--- config.mk ---
export PLATFORM = sky130hd
export DESIGN_NAME = tpo_pattern_unit_flat
export DESIGN_NICKNAME = d
export VERILOG_FILES = /design/src/hw/tpo_pkg.sv /design/src/hw/tpo_link_if.sv /design/src/hw/tpo_pattern_unit.sv /design/src/flat_wrapper.sv
export SDC_FILE = /design/constraint.sdc
export NUM_CORES = 1
export LEC_CHECK = 0
export BUFFER_PORTS_ARGS = -buffer_cell sky130_fd_sc_hd__buf_2
export CELL_PAD_IN_SITES_DETAIL_PLACEMENT = 1
export CELL_PAD_IN_SITES_GLOBAL_PLACEMENT = 2
export CORE_AREA = 2 2 135 137
export DETAILED_ROUTE_END_ITERATION = 12
export DIE_AREA = 0 0 137 139
export HOLD_SLACK_MARGIN = 0.1
export PLACE_DENSITY_LB_ADDON = 0.15
export SYNTH_ARGS = -nofsm -noshare
export SYNTH_HDL_FRONTEND = slang
export SYNTH_SLANG_ARGS = --single-unit
export TNS_END_PERCENT = 20
--- constraint.sdc ---
create_clock -name i_clk -period 5.05 [get_ports i_clk]
set_input_delay 0.505 -clock i_clk [delete_from_list [all_inputs] [get_ports i_clk]]
set_output_delay 0.505 -clock i_clk [all_outputs]
set_load 0.005 [all_outputs]
--- src/hw/tpo_pkg.sv ---
// What this block does
// - Group 0 trigger select in bits 1:0
// - Mode register resets to f0, standby too
// - Mode bits 7:4 read one, ignore writes
// - Mode bits 3:0 select non-overlap per group
// - Normal mode: update only at match A
// - Non-overlap mode uses match A and B
// - Software: period in B, margin in A
// - Pulse output needs direction and enable set
// - Selected event copies enabled next-data bits
// - Enabled input bit: read-only, still loaded
// - Software writes next data before next match
// - Pattern bit 14 never drives a pin
// - Software: match A clears counter, period
// - Match A handler writes next pattern
// - Trigger select resets ff, 2-bit fields
// - Non-overlap: match B copies only zeros
// - Capture event replaces match A when capturing
// - Transfers continue when timer owns pin
//
// Shared constants for the timed pattern output unit and its timer end.
// Assumes both ends run on one clock and reset together.
package tpo_pkg;
   localparam int PATTERN_W = 16;
   localparam int GROUP_W = 4;
   localparam int GROUPS = 4;
   localparam int CHANNELS = 4;
   localparam int SEL_W = 2;
   localparam int NO_PIN_BIT = 14;
   localparam int TIMER_W = 16;
   localparam logic [7:0] MODE_RESET = 8'hf0;
   localparam logic [7:0] MODE_RSVD_MASK = 8'hf0;
   localparam logic [7:0] TRIG_RESET = 8'hff;
   localparam logic [15:0] PIN_MASK = 16'hbfff;
   localparam logic [15:0] ZERO16 = 16'h0000;
   localparam logic [3:0] ZERO4 = 4'h0;
   localparam logic [15:0] TIMER_ZERO = 16'h0000;
   localparam logic [15:0] TIMER_ONE = 16'h0001;

   // One event bit of the channel that a group selects
   function automatic logic pick_channel(input logic [CHANNELS-1:0] ev,
                                         input logic [SEL_W-1:0] sel);
      pick_channel = ev[sel];
   endfunction
endpackage

--- src/hw/tpo_link_if.sv ---
// Link between the timer end and the pattern output unit.
// Assumes both ends share i_clk; every signal is driven from a flip-flop.
interface tpo_link_if;
   logic [3:0] match_a;       // Compare match A pulse per channel
   logic [3:0] match_b;       // Compare match B pulse per channel
   logic [3:0] capture_a;     // Input capture A pulse per channel
   logic [3:0] gra_capture;   // Level: general_reg_a works as capture
   logic [15:0] tmr_pin_en;   // Level: timer owns the pin
   logic [15:0] tmr_pin_val;  // Timer output level for owned pins

   modport device_end (
      input match_a, match_b, capture_a, gra_capture, tmr_pin_en, tmr_pin_val
   );
   modport timer_end (
      output match_a, match_b, capture_a, gra_capture, tmr_pin_en, tmr_pin_val
   );
endinterface

--- src/hw/tpo_pattern_unit.sv ---
// Pattern output unit: next-data to port data transfer on timer events.
// Assumes the timer end drives the link on the same clock; pins are async.
module tpo_pattern_unit #(
   parameter int PATTERN_W = tpo_pkg::PATTERN_W  // Pattern bits
) (
   input wire logic i_clk,                          // System clock
   input wire logic i_sys_rst,                      // Async reset, active high
   input wire logic i_hw_standby,                   // Hardware standby level
   input wire logic i_mode_wr,                      // output_mode_select write
   input wire logic [7:0] i_mode_wdata,             // Mode write data
   input wire logic i_trig_wr,                      // trigger_select_reg write
   input wire logic [7:0] i_trig_wdata,             // Trigger write data
   input wire logic i_data_wr,                      // Port data write strobe
   input wire logic [PATTERN_W-1:0] i_data_wdata,   // Port data write value
   input wire logic [PATTERN_W-1:0] i_next_pattern, // next_pattern bits
   input wire logic [PATTERN_W-1:0] i_pattern_enable, // pattern_enable_bit
   input wire logic [PATTERN_W-1:0] i_direction,    // Direction, 1 = out
   input wire logic [PATTERN_W-1:0] i_pin_in,       // Pin levels, async
   output logic [7:0] o_mode_rd,                    // Mode readback
   output logic [7:0] o_trig_rd,                    // Trigger select readback
   output logic [PATTERN_W-1:0] o_port_rd,          // Port read value
   output logic [PATTERN_W-1:0] o_pulse_mode,       // Bit acts as pulse output
   output logic [PATTERN_W-1:0] o_pin_out,          // pattern_pin level
   output logic [PATTERN_W-1:0] o_pin_oe,           // pattern_pin drive enable
   tpo_link_if.device_end link                      // Events from timer end
);
   logic [7:0] mode_q;
   logic [7:0] trig_q;
   logic [PATTERN_W-1:0] data_q;
   logic [PATTERN_W-1:0] pin_s1_q;
   logic [PATTERN_W-1:0] pin_s2_q;
   logic [7:0] mode_rd_q;
   logic [7:0] trig_rd_q;
   logic [PATTERN_W-1:0] port_rd_q;
   logic [PATTERN_W-1:0] pulse_q;
   logic [PATTERN_W-1:0] pin_out_q;
   logic [PATTERN_W-1:0] pin_oe_q;

   wire [3:0] event_a;
   wire [3:0] grp_hit_a;
   wire [3:0] grp_hit_b;
   wire [PATTERN_W-1:0] xfer_mask;
   wire [PATTERN_W-1:0] wr_mask;
   wire [PATTERN_W-1:0] data_after_wr;
   wire [PATTERN_W-1:0] data_d;
   wire [PATTERN_W-1:0] read_only;
   wire [PATTERN_W-1:0] drive_en;
   wire [PATTERN_W-1:0] drive_val;
   wire [7:0] mode_d;
   wire [7:0] trig_d;
   wire [PATTERN_W-1:0] timer_val;
   wire [PATTERN_W-1:0] latch_val;
   wire [7:0] mode_rd_d;
   wire [PATTERN_W-1:0] port_rd_d;
   wire [PATTERN_W-1:0] pulse_d;
   wire [PATTERN_W-1:0] pin_out_d;

   // A capturing channel triggers on its capture, not on match A
   assign event_a = (link.gra_capture & link.capture_a)
                  | (~link.gra_capture & link.match_a);

   // Each group decodes its own channel and mode
   for (genvar g = 0; g < tpo_pkg::GROUPS; g++) begin : g_grp
      wire [tpo_pkg::SEL_W-1:0] sel;
      wire nonoverlap;
      wire [tpo_pkg::GROUP_W-1:0] nxt;
      wire [tpo_pkg::GROUP_W-1:0] en;

      assign sel = trig_q[g*tpo_pkg::SEL_W +: tpo_pkg::SEL_W];
      assign nonoverlap = mode_q[g];
      assign nxt = i_next_pattern[g*tpo_pkg::GROUP_W +: tpo_pkg::GROUP_W];
      assign en = i_pattern_enable[g*tpo_pkg::GROUP_W +: tpo_pkg::GROUP_W];

      assign grp_hit_a[g] = tpo_pkg::pick_channel(event_a, sel);
      // Match B only counts in non-overlap mode
      assign grp_hit_b[g] = nonoverlap
                          & tpo_pkg::pick_channel(link.match_b, sel);

      // Match A copies every enabled bit; match B only lets zeros through
      assign xfer_mask[g*tpo_pkg::GROUP_W +: tpo_pkg::GROUP_W] =
         en & ({tpo_pkg::GROUP_W{grp_hit_a[g]}}
             | ({tpo_pkg::GROUP_W{grp_hit_b[g]}} & ~nxt));
   end

   // Enabled input bits refuse software writes
   assign read_only = i_pattern_enable & ~i_direction;
   assign wr_mask = {PATTERN_W{i_data_wr}} & ~read_only;
   assign data_after_wr = (data_q & ~wr_mask) | (i_data_wdata & wr_mask);
   // A transfer in the same cycle as a write wins on the bits it moves
   assign data_d = (data_after_wr & ~xfer_mask)
                 | (i_next_pattern & xfer_mask);

   assign mode_d = (i_mode_wdata & ~tpo_pkg::MODE_RSVD_MASK)
                 | tpo_pkg::MODE_RSVD_MASK;
   assign trig_d = i_trig_wdata;

   // Timer-owned pins show the timer level; data still moves underneath
   assign drive_en = (i_direction | link.tmr_pin_en)
                   & tpo_pkg::PIN_MASK[PATTERN_W-1:0];
   assign timer_val = link.tmr_pin_en & link.tmr_pin_val;
   assign latch_val = ~link.tmr_pin_en & data_q;
   assign drive_val = timer_val | latch_val;

   assign o_mode_rd = mode_rd_q;
   assign o_trig_rd = trig_rd_q;
   assign o_port_rd = port_rd_q;
   assign o_pulse_mode = pulse_q;
   assign o_pin_out = pin_out_q;
   assign o_pin_oe = pin_oe_q;

   // Next values of the output flops; every output leaves a flop
   assign mode_rd_d = mode_q | tpo_pkg::MODE_RSVD_MASK;
   // Output bits read back the latch, input bits the pin
   assign port_rd_d = (i_direction & data_q) | (~i_direction & pin_s2_q);
   assign pulse_d = i_pattern_enable & i_direction;
   assign pin_out_d = drive_val & tpo_pkg::PIN_MASK[PATTERN_W-1:0];

   // Hardware standby reinitialises; software standby is not seen here
   always_ff @(posedge i_clk or posedge i_sys_rst) begin
      if (i_sys_rst) begin
         mode_q <= tpo_pkg::MODE_RESET;
      end else if (i_hw_standby) begin
         mode_q <= tpo_pkg::MODE_RESET;
      end else if (i_mode_wr) begin
         mode_q <= mode_d;
      end
   end

   always_ff @(posedge i_clk or posedge i_sys_rst) begin
      if (i_sys_rst) begin
         trig_q <= tpo_pkg::TRIG_RESET;
      end else if (i_hw_standby) begin
         trig_q <= tpo_pkg::TRIG_RESET;
      end else if (i_trig_wr) begin
         trig_q <= trig_d;
      end
   end

   always_ff @(posedge i_clk or posedge i_sys_rst) begin
      if (i_sys_rst) begin
         data_q <= '0;
      end else begin
         data_q <= data_d;
      end
   end

   // Pin inputs cross in through two flops
   always_ff @(posedge i_clk or posedge i_sys_rst) begin
      if (i_sys_rst) begin
         pin_s1_q <= '0;
      end else begin
         pin_s1_q <= i_pin_in;
      end
   end

   always_ff @(posedge i_clk or posedge i_sys_rst) begin
      if (i_sys_rst) begin
         pin_s2_q <= '0;
      end else begin
         pin_s2_q <= pin_s1_q;
      end
   end

   always_ff @(posedge i_clk or posedge i_sys_rst) begin
      if (i_sys_rst) begin
         mode_rd_q <= tpo_pkg::MODE_RESET;
      end else begin
         mode_rd_q <= mode_rd_d;
      end
   end

   always_ff @(posedge i_clk or posedge i_sys_rst) begin
      if (i_sys_rst) begin
         trig_rd_q <= tpo_pkg::TRIG_RESET;
      end else begin
         trig_rd_q <= trig_q;
      end
   end

   // Input bits read the pin three clocks late
   always_ff @(posedge i_clk or posedge i_sys_rst) begin
      if (i_sys_rst) begin
         port_rd_q <= '0;
      end else begin
         port_rd_q <= port_rd_d;
      end
   end

   always_ff @(posedge i_clk or posedge i_sys_rst) begin
      if (i_sys_rst) begin
         pulse_q <= '0;
      end else begin
         pulse_q <= pulse_d;
      end
   end

   // Owned pins follow the timer one clock after the link
   always_ff @(posedge i_clk or posedge i_sys_rst) begin
      if (i_sys_rst) begin
         pin_out_q <= '0;
      end else begin
         pin_out_q <= pin_out_d;
      end
   end

   always_ff @(posedge i_clk or posedge i_sys_rst) begin
      if (i_sys_rst) begin
         pin_oe_q <= '0;
      end else begin
         pin_oe_q <= drive_en;
      end
   end
endmodule // tpo_pattern_unit

--- src/flat_wrapper.sv ---
// flat-port wrapper written by rule: the top's interface ports become plain ports
module tpo_pattern_unit_flat 
#(
   parameter int PATTERN_W = tpo_pkg::PATTERN_W                 
)
  (i_clk, i_sys_rst, i_hw_standby, i_mode_wr, i_mode_wdata, i_trig_wr, i_trig_wdata, i_data_wr, i_data_wdata, i_next_pattern, i_pattern_enable, i_direction, i_pin_in, o_mode_rd, o_trig_rd, o_port_rd, o_pulse_mode, o_pin_out, o_pin_oe, link_match_a, link_match_b, link_capture_a, link_gra_capture, link_tmr_pin_en, link_tmr_pin_val);
  tpo_link_if link_i ();
  input wire logic i_clk;
  input wire logic i_sys_rst;
  input wire logic i_hw_standby;
  input wire logic i_mode_wr;
  input wire logic [7:0] i_mode_wdata;
  input wire logic i_trig_wr;
  input wire logic [7:0] i_trig_wdata;
  input wire logic i_data_wr;
  input wire logic [PATTERN_W-1:0] i_data_wdata;
  input wire logic [PATTERN_W-1:0] i_next_pattern;
  input wire logic [PATTERN_W-1:0] i_pattern_enable;
  input wire logic [PATTERN_W-1:0] i_direction;
  input wire logic [PATTERN_W-1:0] i_pin_in;
  output logic [7:0] o_mode_rd;
  output logic [7:0] o_trig_rd;
  output logic [PATTERN_W-1:0] o_port_rd;
  output logic [PATTERN_W-1:0] o_pulse_mode;
  output logic [PATTERN_W-1:0] o_pin_out;
  output logic [PATTERN_W-1:0] o_pin_oe;
  input wire logic [$bits(link_i.match_a)-1:0] link_match_a;
  input wire logic [$bits(link_i.match_b)-1:0] link_match_b;
  input wire logic [$bits(link_i.capture_a)-1:0] link_capture_a;
  input wire logic [$bits(link_i.gra_capture)-1:0] link_gra_capture;
  input wire logic [$bits(link_i.tmr_pin_en)-1:0] link_tmr_pin_en;
  input wire logic [$bits(link_i.tmr_pin_val)-1:0] link_tmr_pin_val;
  assign link_i.match_a = link_match_a;
  assign link_i.match_b = link_match_b;
  assign link_i.capture_a = link_capture_a;
  assign link_i.gra_capture = link_gra_capture;
  assign link_i.tmr_pin_en = link_tmr_pin_en;
  assign link_i.tmr_pin_val = link_tmr_pin_val;
  tpo_pattern_unit #(.PATTERN_W(PATTERN_W)) u_core (.i_clk(i_clk), .i_sys_rst(i_sys_rst), .i_hw_standby(i_hw_standby), .i_mode_wr(i_mode_wr), .i_mode_wdata(i_mode_wdata), .i_trig_wr(i_trig_wr), .i_trig_wdata(i_trig_wdata), .i_data_wr(i_data_wr), .i_data_wdata(i_data_wdata), .i_next_pattern(i_next_pattern), .i_pattern_enable(i_pattern_enable), .i_direction(i_direction), .i_pin_in(i_pin_in), .o_mode_rd(o_mode_rd), .o_trig_rd(o_trig_rd), .o_port_rd(o_port_rd), .o_pulse_mode(o_pulse_mode), .o_pin_out(o_pin_out), .o_pin_oe(o_pin_oe), .link(link_i));
endmodule
# After elaboration in Yosys (flattened, before gate mapping)
# Cells that the tools add are included.
[totals]
regBits = 134
out_inout_bits = 80
word_cells = 82
[op_classes]
n_lt_le_gt_ge = 4
muxes = 20
bitwise = 45
n_reduce_logical = 2
[ops]
columns = ["op", "n"]
rows = [
  ["$and A16 B16 Y16", 11],
  ["$not A16 Y16", 5],
  ["$or A16 B16 Y16", 5],
  ["$and A4 B4 Y4", 10],
  ["$not A4 Y4", 5],
  ["$or A4 B4 Y4", 5],
  ["$bmux W1 S2", 8],
  ["$mux W8", 2],
  ["$lt A2 B3 Y1 const B", 4],
  ["$mux W1", 8],
  ["$mux W4", 2],
  ["$and A1 B1 Y1", 4],
  ["$reduce_bool A2 Y1", 2],
]

# Logic depth before layout (Yosys ltp)
# Gate-level depths: netlist of the first run.
[depth]
depth_word = 10
depth_mapped = 4

# Worst setup path before layout of the first run
# OpenSTA, ideal clock, no wires.
[synth_timing]
kind = "input -> register"
start = "input port link_gra_capture[3]"
end = "register (tool-made name)"
setup_time_ns = 0.086
t_arrival_ns = 1.679
t_required_ns = 4.964
slack_ns = 3.285
cell_stages = 4
cell_sequence = "mux2_4 -> mux4_2 -> a21o_1 -> a32oi_1"
[synth_rtl]
columns = ["element", "line_no", "source"]
rows = [
  ["start, declared", "flat_wrapper.sv:30", "input wire logic [$bits(link_i.gra_capture)-1:0] link_gra_capture;"],
]

==> out/metrics.cfg, run 1 <==
[drt]
firstDrtPassIters=4
drt-total-wl_um=13600
vias=3505
first_iter_violations=95
wl_per_cell_um=16.6
drc=0
final_antenna_net_count=0
avgViaCountPerCell=4.28

[clock_tree]
clkSinkCount=134
cts_root_buf=clkbuf_16
ctsLongestPathBuffers=2
cts_buffers=17
clock_latency_ns=0.41
htree_num_levels=4
hold_buffers=0
cts.repair.resized=0
clk_pin_slew_ns=0.06
cts_setup_buffers=0
cts_tree=yes

[worst_setup_path]
start_kind=register
crit_fanout=5
reg2reg_slack_ns=3.28
worstReg2RegStart=u_core.trig_q[4]
path_class=register to register
worstPathRequired_ns=5.37
worstPathArrival_ns=2.08
end_kind=register
rr_worst_depth=3

[job]
cap_violations=0

[timing]
layout_min_cycle_time_ns=1.77
slew_headroom=0.433
tightest_slew_ns=0.851
period_share=0.350
max_freq_mhz=567
hold_viol=0
setup_viol=0
rsz0062_at_grt=no
finClkSkew_ns=0.00680
final_max_slew_viol_count=0
worst_slack_ns=3.28
fin_tns_setup_ns=0

[synthesis]
yosys-top-cells-count=dfrtp_1 (118), inv_1 (33), mux2_2 (31)
netlist_instances=345
synth.avg_cell_area_um2=14.5
synth_area_leaders=dfrtp_1 (59%), dfstp_2 (8.4%), mux2_2 (7.0%), mux2i_1 (4.0%), mux4_2 (3.6%)
synth_edf_count=0
synth_area_um2=4990
yosysTopAreaCell=dfrtp_1
synth.yosys.seq_area_share=0.676
ys_types=19
synth-seq-cells=134
yosysWarnings=0
synth_top_area_share=0.591
synthArstFlopShare=1.00
yosysMostFrequentCell=dfrtp_1
ys.flop_type=dfrtp_1

[die]
coreArea_um2=17700
rows=49
boundaryPins=230
dieArea_um2=19000
start_util=0.283
die_h_um=139
die_w_um=137

[global_routing]
grt_use_total=0.149
grt_pass1_vias=3976
grt_pass1_wl_um=21300
busiest_layer=met2
globalRouteMet3Util=0.0464
use_met2=0.247
antenna_found_initial=1
overflow=0
met1_usage=0.178
grt_max_degree=94

[worst_hold_path]
hold_path.class=input pin to register
min_to=u_core.pin_s1_q[1]
worstHoldStart=i_pin_in[1]
worstHoldPathCells=1

[place]
dp_slack_ns=2.92
place_hpwl_um=10100
portBuffers=217
routabilityCongestion=0.734

[power]
powerDensity_nw_per_um2=402
ir_drop_mv=0.225
leakagePower_nw=3.46

[cells_and_area]
final.fill_count=1964
synthToLayoutAreaGrowth_pct=38.7
drive_gt1_frac=0.545
final_net_count=726
antenna_cells=0

[run_status]
outcome=finished, final reports clean

-- worst max-delay path, cell delays in order, from the launching register on --
cell     delay [ns]
dfstp_2        0.58
mux4_2         0.61
a21o_1         0.26
a32oi_1        0.22
-- layer usage --
layer,wire [µm],share of wire
met5,11,0.00081
met3,861,0.064
met2,6750,0.50
met4,280,0.021
met1,5650,0.42
-- area by class of cell --
class,count,area [µm²],area share
tap,229,287,0.0414
inverter,33,129,0.0186
clock buffer,23,468,0.0676
multi-input combinational,172,1450,0.210
clock inverter,9,125,0.0181
timing repair buffer,218,1090,0.158
sequential,134,3370,0.487
-- metrics by stage --
step	cell area [µm²]	std cells	power (mW)	hold WS, ns	utilization
finish	6930	818	2.79	0.197	0.392
global route	6930	818	2.94	0.175	0.392
CTS	6930	818	2.84	0.177	0.392
detailed placement	6330	786	1.57	0.336	0.359
global placement	6330	786	1.56	0.331	0.359
floorplan	5010	349	1.39	0.331	-
-- cell usage in the layout, fill, tap and decap left out, types with 3 or more instances in the layout --
cell / Yosys / final
mux4_2: 8 / 8
conb_1: 2 / 6
clkbuf_16: 0 / 17
nand2_1: 16 / 16
a21o_1: 4 / 4
clkinv_2: 0 / 4
clkbuf_1: 4 / 4
inv_1: 33 / 32
nor2_1: 4 / 4
dfrtp_1: 118 / 118
o21ai_0: 16 / 16
a32oi_1: 16 / 16
nor2b_1: 8 / 8
mux2_2: 31 / 31
dfstp_2: 16 / 16
bufinv_16: 0 / 3
a211o_1: 8 / 8
and2_1: 16 / 16
mux2_4: 4 / 4
or2_2: 15 / 15
buf_2: 0 / 217
mux2i_1: 20 / 20
-- worst max-delay path by stage --
stage / to / startpoint / cells after the start / slack [ns]
global route: register / u_core.trig_q[4] / 3 / 3.20
detailed placement: register / link_gra_capture[3] / 5 / 2.92
CTS: register / u_core.trig_q[4] / 3 / 3.23
global placement: register / link_gra_capture[3] / 5 / 2.96
finish: register / u_core.trig_q[4] / 3 / 3.28
floorplan: asynchronous set/reset pin / i_sys_rst / 1 / 0.99
-- kinds of logic (layout without fill, tap and decap cells) --
group,after synthesis,count (layout),share of synthesized area
flip-flops,134,134,0.676
multiplexers,63,63,0.158
AO/OA/AOI/OAI,44,44,0.0641
buffers and inverters,43,283,0.0368
other,2,6,0.00150
AND/OR/NAND/NOR,59,59,0.0639
-- report_power, final --
part           internal, mW  switching, mW  total, mW
Clock                 0.799          0.447       1.25
Sequential             1.18         0.0441       1.22
Combinational         0.167          0.151      0.318
Total                  2.15          0.642       2.79
(Power assumes the default switching activity.)
==> run 2, diff against run 1 <==
==> constraint.sdc (replaced) <==
create_clock -name i_clk -period 1.7 [get_ports i_clk]
set_input_delay 0.17 -clock i_clk [delete_from_list [all_inputs] [get_ports i_clk]]
set_output_delay 0.17 -clock i_clk [all_outputs]
set_load 0.005 [all_outputs]
==> out/metrics.cfg, run 2 (synthesis gave the netlist of run 1 again) <==
[power]
p_int_mw=6.57
leakagePower_nw=4.05
combinationalPowerShare=0.149
p_sw_mw=1.97
ir_drop_mv=0.655
seq_power_share=0.426
p_clk_frac=0.426
powerDensity_nw_per_um2=1010
switching_share=0.230

[place]
routabilityCongestion=0.723
dp.cells=793
placed_cell_area_um2=6420
place_hpwl_um=10200
portBuffers=217

[worst_setup_path]
rr_worst_depth=3
worstPathCellList=mux4_2 -> a21o_4 -> a32oi_1
reg2reg_slack_ns=0.07
worstPathRequired_ns=2.02
worstReg2RegStart=u_core.trig_q[2]
crit_slowest_cell=dfstp_2
path_class=register to register
end_kind=register
max_stage_delay_ns=0.57
start_kind=register
worstPathArrival_ns=1.95
crit_fanout=4

[die]
rows=49
start_util=0.283
die_h_um=139
die_w_um=137
dieArea_um2=19000
coreArea_um2=17700
boundaryPins=230

[clock_tree]
cts_root_buf=clkbuf_16
cts_tree=yes
clk_pin_slew_ns=0.06
cts_buffers=17
clock_latency_ns=0.41
clkSinkCount=134
ctsLongestPathBuffers=2
htree_num_levels=4
cts_setup_buffers=0

[drt]
first_iter_violations=68
firstDrtPassIters=4
vias=4056
final_antenna_net_count=0
wl_per_cell_um=15.8
drc=0
drt-total-wl_um=15200
avgViaCountPerCell=4.22

[worst_hold_path]
worstHoldPathCells=3
hold_path.class=input pin to register
worstHoldStart=i_data_wdata[10]

[global_routing]
antenna_found_initial=2
grt_max_degree=39
grt_pass1_wl_um=24200
overflow=0
grt_pass1_vias=4631
grt_use_total=0.168

[cells_and_area]
drive_gt1_frac=0.456
final_cells=962
multiInputGateArea_um2=1500
seq_area_um2=3370
final_net_count=870
final_cell_mix=buf_2 (217), dlygate4sd3_1 (137), dfrtp_1 (118)
fin_util=0.477
final.fill_count=1918
stdcell_area_um2=8420
synthToLayoutAreaGrowth_pct=68.7
final_common_cell=buf_2

[timing]
hold_viol=0
period_share=0.958
final_max_slew_viol_count=0
rsz0062_at_grt=yes
finClkSkew_ns=0.00836
setup_viol=0
layout_min_cycle_time_ns=1.63
max_freq_mhz=614

[job]
cap_violations=0

[run_status]
outcome=finished, final reports clean

run 2: cell count changes in the layout (fill, tap and decap cells not counted), sizes merged:
cell	change
clkbuf	-2
diode	+2
dlygate4sd3	+137
clkinvlp	+1
inv	-1
buf	+7
run 2: worst max-delay path, delay by kind of cell, from the launching register on:
| family | cells | cell delay, ns |
|---|---|---|
| DFF | 1 | 0.57 |
| muxes | 1 | 0.51 |
| AOI/OAI and AO/OA | 2 | 0.47 |
run 2: power by group through the flow:
stage          clock network (mW)  registers (mW)  logic, mW
2_1_floorplan                   0            3.68      0.449
3_3_place_gp                    0            3.68      0.977
3_5_place_dp                    0            3.69       1.01
4_1_cts                      3.75            3.64       1.26
5_1_grt                      3.90            3.67       1.41
6_report                     3.63            3.64       1.27
run 2: what timing repair did:
action                                  CTS  global route
resized for setup                         0             6
hold buffers                            137             0
endpoints found under the hold margin   120             0
endpoints found under the setup margin    0            14
run 2: worst max path at each step:
stage	slack, ns	end	startpoint
after global placement	0.06	register	link_gra_capture[3]
final	0.07	register	u_core.trig_q[2]
after detailed placement	0.01	register	link_gra_capture[2]
after floorplan	-0.12	asynchronous set/reset pin	i_sys_rst
after global routing	0.009	register	u_core.trig_q[0]
after CTS	0.01	register	u_core.trig_q[6]
run 2: layout make-up:
cell class                 instances  share of cell area
antenna                            2            0.000594
clock buffer                      21              0.0535
inverter                          33              0.0152
timing repair buffer             362               0.303
sequential                       134               0.400
tap                              229              0.0340
clock inverter                     9              0.0153
multi-input combinational        172               0.178
run 2: through the flow:
stage | TNS (ns) | worst slack, ns | power, mW | hold WS (ns)
6_report | 0 | 0.0715 | 8.54 | 0.106
5_1_grt | 0 | 0.00879 | 8.98 | 0.124
4_1_cts | 0 | 0.00993 | 8.65 | 0.107
3_5_place_dp | 0 | 0.0102 | 4.70 | 0.215
3_3_place_gp | 0 | 0.0587 | 4.66 | 0.210
2_1_floorplan | -14.41 | -0.122 | 4.13 | 0.201
run 2: metal layers:
layer,global-route usage,vias to the layer above,wire length (µm)
li1,-,1919,-
met1,0.194,1985,6110
met2,0.294,131,7940
met3,0.0534,19,978
met4,0.0521,2,201
met5,0,-,11
